--- src/inc/pmq_params.svh ---
// constants for the event qualifier and fixed counter block
`ifndef PMQ_PARAMS_SVH
`define PMQ_PARAMS_SVH

// register addresses on the msr port
`define PMQ_ADDR_SEL0    8'h00
`define PMQ_ADDR_SEL1    8'h01
`define PMQ_ADDR_GPC0    8'h02
`define PMQ_ADDR_GPC1    8'h03
`define PMQ_ADDR_FIX0    8'h04
`define PMQ_ADDR_FIX1    8'h05
`define PMQ_ADDR_FIX2    8'h06
`define PMQ_ADDR_FIXCTL  8'h07
`define PMQ_ADDR_GLOB    8'h08

// event selector fields
`define PMQ_SEL_UM_LSB   8
`define PMQ_SEL_UM_MSB   15
`define PMQ_SEL_USR      16
`define PMQ_SEL_OS       17
`define PMQ_SEL_EN       22
`define PMQ_SEL_WMASK    32'h0043ffff
`define PMQ_SEL_RST      32'h00000000

// unit mask sub-fields, positions inside the 8-bit mask
`define PMQ_UM_CORE_HI   7
`define PMQ_UM_CORE_LO   6
`define PMQ_UM_AGENT     5
`define PMQ_UM_PF_HI     5
`define PMQ_UM_PF_LO     4
`define PMQ_CORE_ALL     2'b11
`define PMQ_CORE_SELF    2'b01
`define PMQ_PF_ALL       2'b11
`define PMQ_PF_ONLY      2'b01
`define PMQ_PF_EXCL      2'b00
`define PMQ_UM_HIT_MODIFIED_RESPONSE      3
`define PMQ_UM_HIT       1
`define PMQ_UM_CLEAN     0
`define PMQ_UM_SNP_INV   1
`define PMQ_UM_SNP_SHR   0

// fixed counter control fields
`define PMQ_FC_W         4
`define PMQ_FC_OS        0
`define PMQ_FC_USR       1
`define PMQ_FC_PMI       3
`define PMQ_FIXCTL_WMASK 12'hbbb
`define PMQ_FIXCTL_RST   12'h000

// global enable layout
`define PMQ_GLOB_GP_LSB  0
`define PMQ_GLOB_FX_LSB  32
`define PMQ_GLOB_RST     5'h00

`endif

--- src/inc/pmq_pkg.sv ---
// types shared by the event qualifier and fixed counter block
package pmq_pkg;

   // second topology qualifier: agent and prefetch exclude each other
   typedef enum logic [2:0]
   {
      PMQ_SIDE_NONE  = 3'b001,
      PMQ_SIDE_AGENT = 3'b010,
      PMQ_SIDE_PF    = 3'b100
   } pmq_side_t;

   // at most one of the low-nibble qualifiers per event
   typedef enum logic [3:0]
   {
      PMQ_ST_NONE   = 4'b0001,
      PMQ_ST_MESI   = 4'b0010,
      PMQ_ST_SNRESP = 4'b0100,
      PMQ_ST_SNTYPE = 4'b1000
   } pmq_state_t;

   typedef struct packed
   {
      logic       core_spec;
      pmq_side_t  side;
      pmq_state_t state;
   } pmq_caps_t;

   typedef struct packed
   {
      logic       valid;
      logic       self_core;
      logic       self_agent;
      logic       hw_pf;
      logic [3:0] mesi;
      logic [2:0] snp_resp;
      logic [1:0] snp_type;
   } pmq_event_t;

   typedef struct packed
   {
      logic        wr;
      logic        rd;
      logic [7:0]  addr;
      logic [63:0] wdata;
   } pmq_msr_req_t;

   typedef struct packed
   {
      logic        valid;
      logic        fault;
      logic [63:0] rdata;
   } pmq_msr_rsp_t;

endpackage

--- src/pmq_umask_qual.sv ---
// unit mask qualifier for one general-purpose event stream
`timescale 1ns/1ps
`default_nettype none
`include "pmq_params.svh"

module pmq_umask_qual
(
   input  wire logic [7:0]         umask,
   input  wire pmq_pkg::pmq_caps_t caps,
   input  wire pmq_pkg::pmq_event_t ev,
   output logic                    hit
);
   import pmq_pkg::*;

   logic core_ok;
   logic side_ok;
   logic state_ok;

   always_comb
   begin
      core_ok = 1'b1;
      if (caps.core_spec)
      begin
         case (umask[`PMQ_UM_CORE_HI:`PMQ_UM_CORE_LO])
            `PMQ_CORE_ALL:  core_ok = 1'b1;
            `PMQ_CORE_SELF: core_ok = ev.self_core;
            default:        core_ok = 1'b0;
         endcase
      end
      case (caps.side)
         PMQ_SIDE_AGENT: side_ok = umask[`PMQ_UM_AGENT] | ev.self_agent;
         PMQ_SIDE_PF:
         begin
            case (umask[`PMQ_UM_PF_HI:`PMQ_UM_PF_LO])
               `PMQ_PF_ALL:  side_ok = 1'b1;
               `PMQ_PF_ONLY: side_ok = ev.hw_pf;
               `PMQ_PF_EXCL: side_ok = ~ev.hw_pf;
               default:      side_ok = 1'b0;
            endcase
         end
         default:        side_ok = 1'b1;
      endcase
      case (caps.state)
         PMQ_ST_MESI:   state_ok = |(umask[3:0] & ev.mesi);
         PMQ_ST_SNRESP: state_ok = (umask[`PMQ_UM_HIT_MODIFIED_RESPONSE] & ev.snp_resp[2])
                                 | (umask[`PMQ_UM_HIT] & ev.snp_resp[1])
                                 | (umask[`PMQ_UM_CLEAN] & ev.snp_resp[0]);
         PMQ_ST_SNTYPE: state_ok = (umask[`PMQ_UM_SNP_INV] & ev.snp_type[1])
                                 | (umask[`PMQ_UM_SNP_SHR] & ev.snp_type[0]);
         default:       state_ok = 1'b1;
      endcase
      hit = ev.valid & core_ok & side_ok & state_ok;
   end

endmodule
`default_nettype wire

--- src/pmq_counter.sv ---
// loadable event counter with wrap flag
`timescale 1ns/1ps
`default_nettype none

module pmq_counter
#(
   parameter int W = 40
)
(
   input  wire logic         ref_clk,
   input  wire logic         clk_en,
   input  wire logic         load,
   input  wire logic [W-1:0] load_val,
   input  wire logic         inc,
   output logic [W-1:0]      count,
   output logic              wrap
);

   logic [W-1:0] cnt_r;

   // contents not reset, software loads first
   // load wins over a same-cycle increment
   always_ff @(posedge ref_clk)
   begin
      if (clk_en)
      begin
         if (load)
            cnt_r <= load_val;
         else if (inc)
            cnt_r <= cnt_r + 1'b1;
      end
   end

   // wrap from all ones to zero
   assign wrap  = inc & ~load & (&cnt_r);
   assign count = cnt_r;

endmodule
`default_nettype wire

--- src/pmq_top.sv ---
// event qualification and fixed-function counters behind the msr port
`timescale 1ns/1ps
`default_nettype none
`include "pmq_params.svh"

module pmq_top
#(
   parameter int CW  = 40,
   parameter int NGP = 2,
   parameter int NFX = 3
)
(
   input  wire logic                         ref_clk,
   input  wire logic                         sys_rst,
   input  wire logic                         clk_en,
   input  wire pmq_pkg::pmq_msr_req_t        msr_req,
   output pmq_pkg::pmq_msr_rsp_t             msr_rsp,
   input  wire logic                         ring0,
   input  wire pmq_pkg::pmq_event_t [NGP-1:0] gp_evt,
   input  wire pmq_pkg::pmq_caps_t [NGP-1:0]  gp_caps,
   output logic [NGP-1:0][7:0]               gp_evt_code,
   input  wire logic [NFX-1:0]               fix_evt,
   output logic                              pmi_req
);
   import pmq_pkg::*;

   // ************************************************
   // helpers
   // ************************************************

   // one privilege test for both counter kinds
   function automatic logic priv_ok(input logic os, input logic usr,
                                    input logic r0);
      priv_ok = (os & r0) | (usr & ~r0);
   endfunction

   function automatic logic is_addr(input logic [7:0] a, input logic [7:0] b);
      is_addr = (a == b);
   endfunction

   // ************************************************
   // control registers
   // ************************************************

   logic [NGP-1:0][31:0]         sel_r;
   logic [NFX*`PMQ_FC_W-1:0]     fix_ctl_r;
   logic [NGP-1:0]               glob_gp_r;
   logic [NFX-1:0]               glob_fx_r;
   logic                         wr_ok;
   logic                         rd_ok;

   assign wr_ok = clk_en & msr_req.wr;
   assign rd_ok = clk_en & msr_req.rd;

   always_ff @(posedge ref_clk or posedge sys_rst)
   begin
      if (sys_rst)
      begin
         sel_r <= {NGP{`PMQ_SEL_RST}};
      end
      else if (wr_ok)
      begin
         for (int i = 0; i < NGP; i++)
         begin
            if (is_addr(msr_req.addr, 8'(`PMQ_ADDR_SEL0 + i)))
               sel_r[i] <= msr_req.wdata[31:0] & `PMQ_SEL_WMASK;
         end
      end
   end

   // bit 2 of each field dropped
   always_ff @(posedge ref_clk or posedge sys_rst)
   begin
      if (sys_rst)
         fix_ctl_r <= `PMQ_FIXCTL_RST;
      else if (wr_ok && is_addr(msr_req.addr, `PMQ_ADDR_FIXCTL))
         fix_ctl_r <= msr_req.wdata[NFX*`PMQ_FC_W-1:0] & `PMQ_FIXCTL_WMASK;
   end

   always_ff @(posedge ref_clk or posedge sys_rst)
   begin
      if (sys_rst)
      begin
         glob_gp_r <= NGP'(`PMQ_GLOB_RST);
         glob_fx_r <= NFX'(`PMQ_GLOB_RST);
      end
      else if (wr_ok && is_addr(msr_req.addr, `PMQ_ADDR_GLOB))
      begin
         glob_gp_r <= msr_req.wdata[`PMQ_GLOB_GP_LSB +: NGP];
         glob_fx_r <= msr_req.wdata[`PMQ_GLOB_FX_LSB +: NFX];
      end
   end

   // ************************************************
   // general-purpose counters
   // ************************************************

   logic [NGP-1:0]          gp_hit;
   logic [NGP-1:0]          gp_inc;
   logic [NGP-1:0][CW-1:0]  gp_cnt;

   for (genvar g = 0; g < NGP; g++)
   begin : g_gp
      assign gp_evt_code[g] = sel_r[g][7:0];

      pmq_umask_qual u_qual
      (
         .umask (sel_r[g][`PMQ_SEL_UM_MSB:`PMQ_SEL_UM_LSB]),
         .caps  (gp_caps[g]),
         .ev    (gp_evt[g]),
         .hit   (gp_hit[g])
      );

      assign gp_inc[g] = gp_hit[g] & sel_r[g][`PMQ_SEL_EN] & glob_gp_r[g]
                       & priv_ok(sel_r[g][`PMQ_SEL_OS], sel_r[g][`PMQ_SEL_USR], ring0);

      pmq_counter #(.W(CW)) u_cnt
      (
         .ref_clk  (ref_clk),
         .clk_en   (clk_en),
         .load     (wr_ok & is_addr(msr_req.addr, 8'(`PMQ_ADDR_GPC0 + g))),
         .load_val (msr_req.wdata[CW-1:0]),
         .inc      (gp_inc[g]),
         .count    (gp_cnt[g]),
         .wrap     ()
      );
   end

   // ************************************************
   // fixed-function counters
   // ************************************************

   logic [NFX-1:0]          fx_inc;
   logic [NFX-1:0]          fx_wrap;
   logic [NFX-1:0]          fx_pmi;
   logic [NFX-1:0][CW-1:0]  fx_cnt;

   // hardwired event, no selector or mask
   for (genvar f = 0; f < NFX; f++)
   begin : g_fx
      // bit 1 counts rings above 0
      assign fx_inc[f] = fix_evt[f] & glob_fx_r[f]
                       & priv_ok(fix_ctl_r[f*`PMQ_FC_W + `PMQ_FC_OS],
                                 fix_ctl_r[f*`PMQ_FC_W + `PMQ_FC_USR], ring0);
      assign fx_pmi[f] = fix_ctl_r[f*`PMQ_FC_W + `PMQ_FC_PMI];

      // width set by CW, 40 by default
      // bits above the width are dropped on write
      pmq_counter #(.W(CW)) u_cnt
      (
         .ref_clk  (ref_clk),
         .clk_en   (clk_en),
         .load     (wr_ok & is_addr(msr_req.addr, 8'(`PMQ_ADDR_FIX0 + f))),
         .load_val (msr_req.wdata[CW-1:0]),
         .inc      (fx_inc[f]),
         .count    (fx_cnt[f]),
         .wrap     (fx_wrap[f])
      );
   end

   // overflow request to the local interrupt controller
   always_ff @(posedge ref_clk or posedge sys_rst)
   begin
      if (sys_rst)
         pmi_req <= 1'b0;
      else if (clk_en)
         pmi_req <= |(fx_wrap & fx_pmi);
   end

   // ************************************************
   // read port
   // ************************************************

   logic [63:0] rdata_nxt;
   logic        fault_nxt;

   // unmapped reads give zero and a fault flag
   always_comb
   begin
      rdata_nxt = 64'h0;
      fault_nxt = 1'b0;
      case (msr_req.addr)
         `PMQ_ADDR_SEL0:   rdata_nxt[31:0] = sel_r[0];
         `PMQ_ADDR_SEL1:   rdata_nxt[31:0] = sel_r[1];
         `PMQ_ADDR_GPC0:   rdata_nxt[CW-1:0] = gp_cnt[0];
         `PMQ_ADDR_GPC1:   rdata_nxt[CW-1:0] = gp_cnt[1];
         `PMQ_ADDR_FIX0:   rdata_nxt[CW-1:0] = fx_cnt[0];
         `PMQ_ADDR_FIX1:   rdata_nxt[CW-1:0] = fx_cnt[1];
         `PMQ_ADDR_FIX2:   rdata_nxt[CW-1:0] = fx_cnt[2];
         `PMQ_ADDR_FIXCTL: rdata_nxt[NFX*`PMQ_FC_W-1:0] = fix_ctl_r;
         `PMQ_ADDR_GLOB:
         begin
            rdata_nxt[`PMQ_GLOB_GP_LSB +: NGP] = glob_gp_r;
            rdata_nxt[`PMQ_GLOB_FX_LSB +: NFX] = glob_fx_r;
         end
         default:          fault_nxt = 1'b1;
      endcase
   end

   always_ff @(posedge ref_clk or posedge sys_rst)
   begin
      if (sys_rst)
         msr_rsp <= '0;
      else if (clk_en)
      begin
         msr_rsp.valid <= msr_req.rd | msr_req.wr;
         msr_rsp.fault <= (msr_req.rd | msr_req.wr) & fault_nxt;
         msr_rsp.rdata <= msr_req.rd ? rdata_nxt : 64'h0;
      end
   end

   logic fx0_free;
   assign fx0_free = clk_en & ~(wr_ok & is_addr(msr_req.addr, `PMQ_ADDR_FIX0));
endmodule
`default_nettype wire

--- config.mk ---
export PLATFORM = sky130hd
export DESIGN_NAME = pmq_top
export DESIGN_NICKNAME = d
export VERILOG_FILES = /design/src/inc/pmq_pkg.sv /design/src/pmq_umask_qual.sv /design/src/pmq_counter.sv /design/src/pmq_top.sv
export VERILOG_INCLUDE_DIRS = /design/src /design/src/inc
export SDC_FILE = /design/constraint.sdc
export NUM_CORES = 1
export LEC_CHECK = 0
export BUFFER_PORTS_ARGS = -buffer_cell sky130_fd_sc_hd__buf_4
export CAP_MARGIN = 40
export CORE_UTILIZATION = 35
export DETAILED_ROUTE_END_ITERATION = 7
export SLEW_MARGIN = 5
export SYNTH_ARGS = -nofsm -noshare
export SYNTH_HDL_FRONTEND = slang
export SYNTH_SLANG_ARGS = --single-unit
--- constraint.sdc ---
create_clock -name ref_clk -period 5.27 [get_ports ref_clk]
set_input_delay 0.2635 -clock ref_clk [delete_from_list [all_inputs] [get_ports ref_clk]]
set_output_delay 0.2635 -clock ref_clk [all_outputs]
set_load 0.1 [all_outputs]
==> results.cfg <==
[worst_setup_path]
worstPathRequired_ns = 5.52
critPathMaxFanout = 21
arrival_ns = 3.39
crit_type = in2reg
endpoint_kind = flop
setup.worst_path.start_class = primary input

[sta]
skew_ns = 0.0288
setup_tns_ns = 0
fmax_mhz = 318
finalCritPeriodShare = 0.597
setup_viol = 0
drv_slew = 0
fin_crit_ns = 3.15
slew-limit-headroom = 0.311
hold_violations = 0
worst_pin_slew_ns = 1.02
rsz0062_at_grt = false

[floorplanning]
die-area_um2 = 51200
die_width_um = 226
core_um2 = 49300
ioPinCount = 206
die_h_um = 226
fp-row-count = 81
start_util = 0.358

[cts]
root_buffer = clkbuf_16
clkSinkCount = 295
clk_path_buf_depth = 3
clkTransAtPathRegs_ns = 0.06
cts_buffers = 36
htree_levels = 2
cts_setup_buffers = 0
cts_tree = built
worstSkewPairLatency_ns = 0.57

[logic_synthesis]
synth_top_area_share = 0.341
syn_inst = 1824
avgSynthCellArea_um2 = 9.65
syn_area_um2 = 17600
yosys-top-cells-count = nand2_1, edfxtp_1, nor2_1
yosysWarnings = 0
synth_seq_cells = 295
netlist_top_cells_area = edfxtp_1, dfrtp_1, xor2_1
async_flop_share = 0.322
synth_edf_count = 200
yosysMostFrequentCell = nand2_1
synth-seq-area-share = 0.476
ys.flop_type = edfxtp_1
yosys.area.top_type = edfxtp_1
ys_types = 64

[flow_run]
cap_violations = 0

[global_routing]
grt_max_degree = 81
grt_usage = 0.229
grt_pass1_wl_mm = 87.6
grt_overflow = 0
grt_antenna_before_repair = 1
grt_pass1_vias = 14114

[drt]
first_iter_violations = 1533
wl_per_cell_um = 22.4
drtPass1Iterations = 5
drc = 0
drt-vias-per-instance = 5.63
wirelength_mm = 58.8
vias = 14794
ant_nets = 0

[placed_design]
place.gp.congestion = 0.879
port_buffers = 157
hpwl_mm = 42.7

[finish]
area.growth.synth_to_final_pct = 16.6
fillers = 4893
drive_above_1_share = 0.160
nets = 2063
num_antenna_cells = 0

[pwr]
power.leakage_uw = 0.00737
power.density_nw_per_um2 = 261
p_total_uw = 5350
vdd_drop_max_uv = 174

[worst_hold_path]
min_path_type = in2reg

[run_status]
status = completed
## registers in the layout, summed over array words and instances (netlist names)
signal,count
glob_gp_r,2
pmi_req,1
g_fx.u_cnt.count,120
sel_r,22
g_gp.u_cnt.count,80
glob_fx_r,3
gp_evt_code,16
fix_ctl_r,9
msr_rsp,42
## metal layers
layer	share of wire	global-route usage	vias up
li1	-	-	6784
met1	0.42	0.312	7225
met2	0.46	0.356	680
met3	0.093	0.0467	103
met4	0.035	0.0900	2
met5	0.00019	0	-
## placed cells by master (no fill, tap or decap), types with 8 or more instances in the layout
| cell | n |
|---|---|
| a21oi_1 | 129 |
| a221o_1 | 11 |
| a221oi_1 | 8 |
| a22oi_1 | 47 |
| and2_1 | 13 |
| and3_1 | 54 |
| and4_1 | 14 |
| buf_4 | 179 |
| clkbuf_1 | 8 |
| clkbuf_16 | 37 |
| conb_1 | 24 |
| dfrtp_1 | 95 |
| edfxtp_1 | 200 |
| inv_1 | 54 |
| mux2_1 | 15 |
| mux2_2 | 42 |
| mux2i_1 | 31 |
| nand2_1 | 203 |
| nand2_2 | 8 |
| nand3_1 | 93 |
| nand4_1 | 42 |
| nor2_1 | 167 |
| nor3_1 | 27 |
| nor4_1 | 8 |
| o21ai_0 | 34 |
| o21ai_1 | 64 |
| o22ai_1 | 38 |
| o2bb2ai_1 | 10 |
| xnor2_1 | 78 |
| xor2_1 | 114 |
## logic make-up after synthesis
| family | after synthesis | synth area share |
|---|---|---|
| AND/OR/NAND/NOR | 669 | 0.186 |
| AO/OA/AOI/OAI | 380 | 0.131 |
| flip-flops | 295 | 0.476 |
| buffers and inverters | 194 | 0.0533 |
| XOR/XNOR | 192 | 0.0955 |
| multiplexers | 88 | 0.0541 |
| adder cells (fa/ha/maj) | 5 | 0.00355 |
| other | 1 | 0.000213 |
## layout make-up
type,count,area (um2),area share
inverter,55,209,0.0102
clock buffer,50,1020,0.0499
sequential,295,8380,0.408
multi-input combinational,1358,8410,0.410
tap,664,831,0.0405
clock inverter,16,154,0.00750
timing repair buffer,189,1520,0.0739
## final timing paths
path,start,end,slack [ns],depth (start not counted)
min in group asynchronous,sys_rst,gp_evt_code[4],0.36,3
hold reg to reg,msr_rsp[9],msr_rsp[9],0.52,2
setup reg to reg,g_gp[1].u_cnt.count[0],g_gp[1].u_cnt.count[38],2.26,7
max in group asynchronous,sys_rst,msr_rsp[31],3.70,4
hold / removal,msr_req[4],gp_evt_code[4],0.02,2
setup / recovery,msr_req[69],g_gp[1].u_cnt.count[38],2.12,6
## critical path: stages
cell     delay, ns
buf_4         0.12
or4_1         0.87
nor4_4        0.65
nand2_1       0.57
nand2_2       0.64
buf_16        0.25
## power breakdown
| group | internal (uW) | switching (uW) |
|---|---|---|
| registers | 2470 | 17.1 |
| logic | 88.6 | 252 |
| clock network | 1510 | 1020 |
## timing repair
| item | 4_1_cts | 5_1_grt |
|---|---|---|
| hold endpoints to repair | 48 | 0 |
| hold buffers | 1 | 0 |
| resized for setup | 0 | 0 |
## through the flow
stage	util	cells	instance area, um2	hold slack [ns]	setup WS (ns)
2_1_floorplan	-	1847	17700	0.398	2.22
3_3_place_gp	0.389	2548	19200	0.386	1.55
3_5_place_dp	0.393	2560	19300	0.399	1.63
4_1_cts	0.417	2627	20500	0.00524	2.21
5_1_grt	0.417	2627	20500	0.0234	2.05
6_report	0.417	2627	20500	0.0206	2.12
Note: power is estimated with default switching activity, not from simulation.
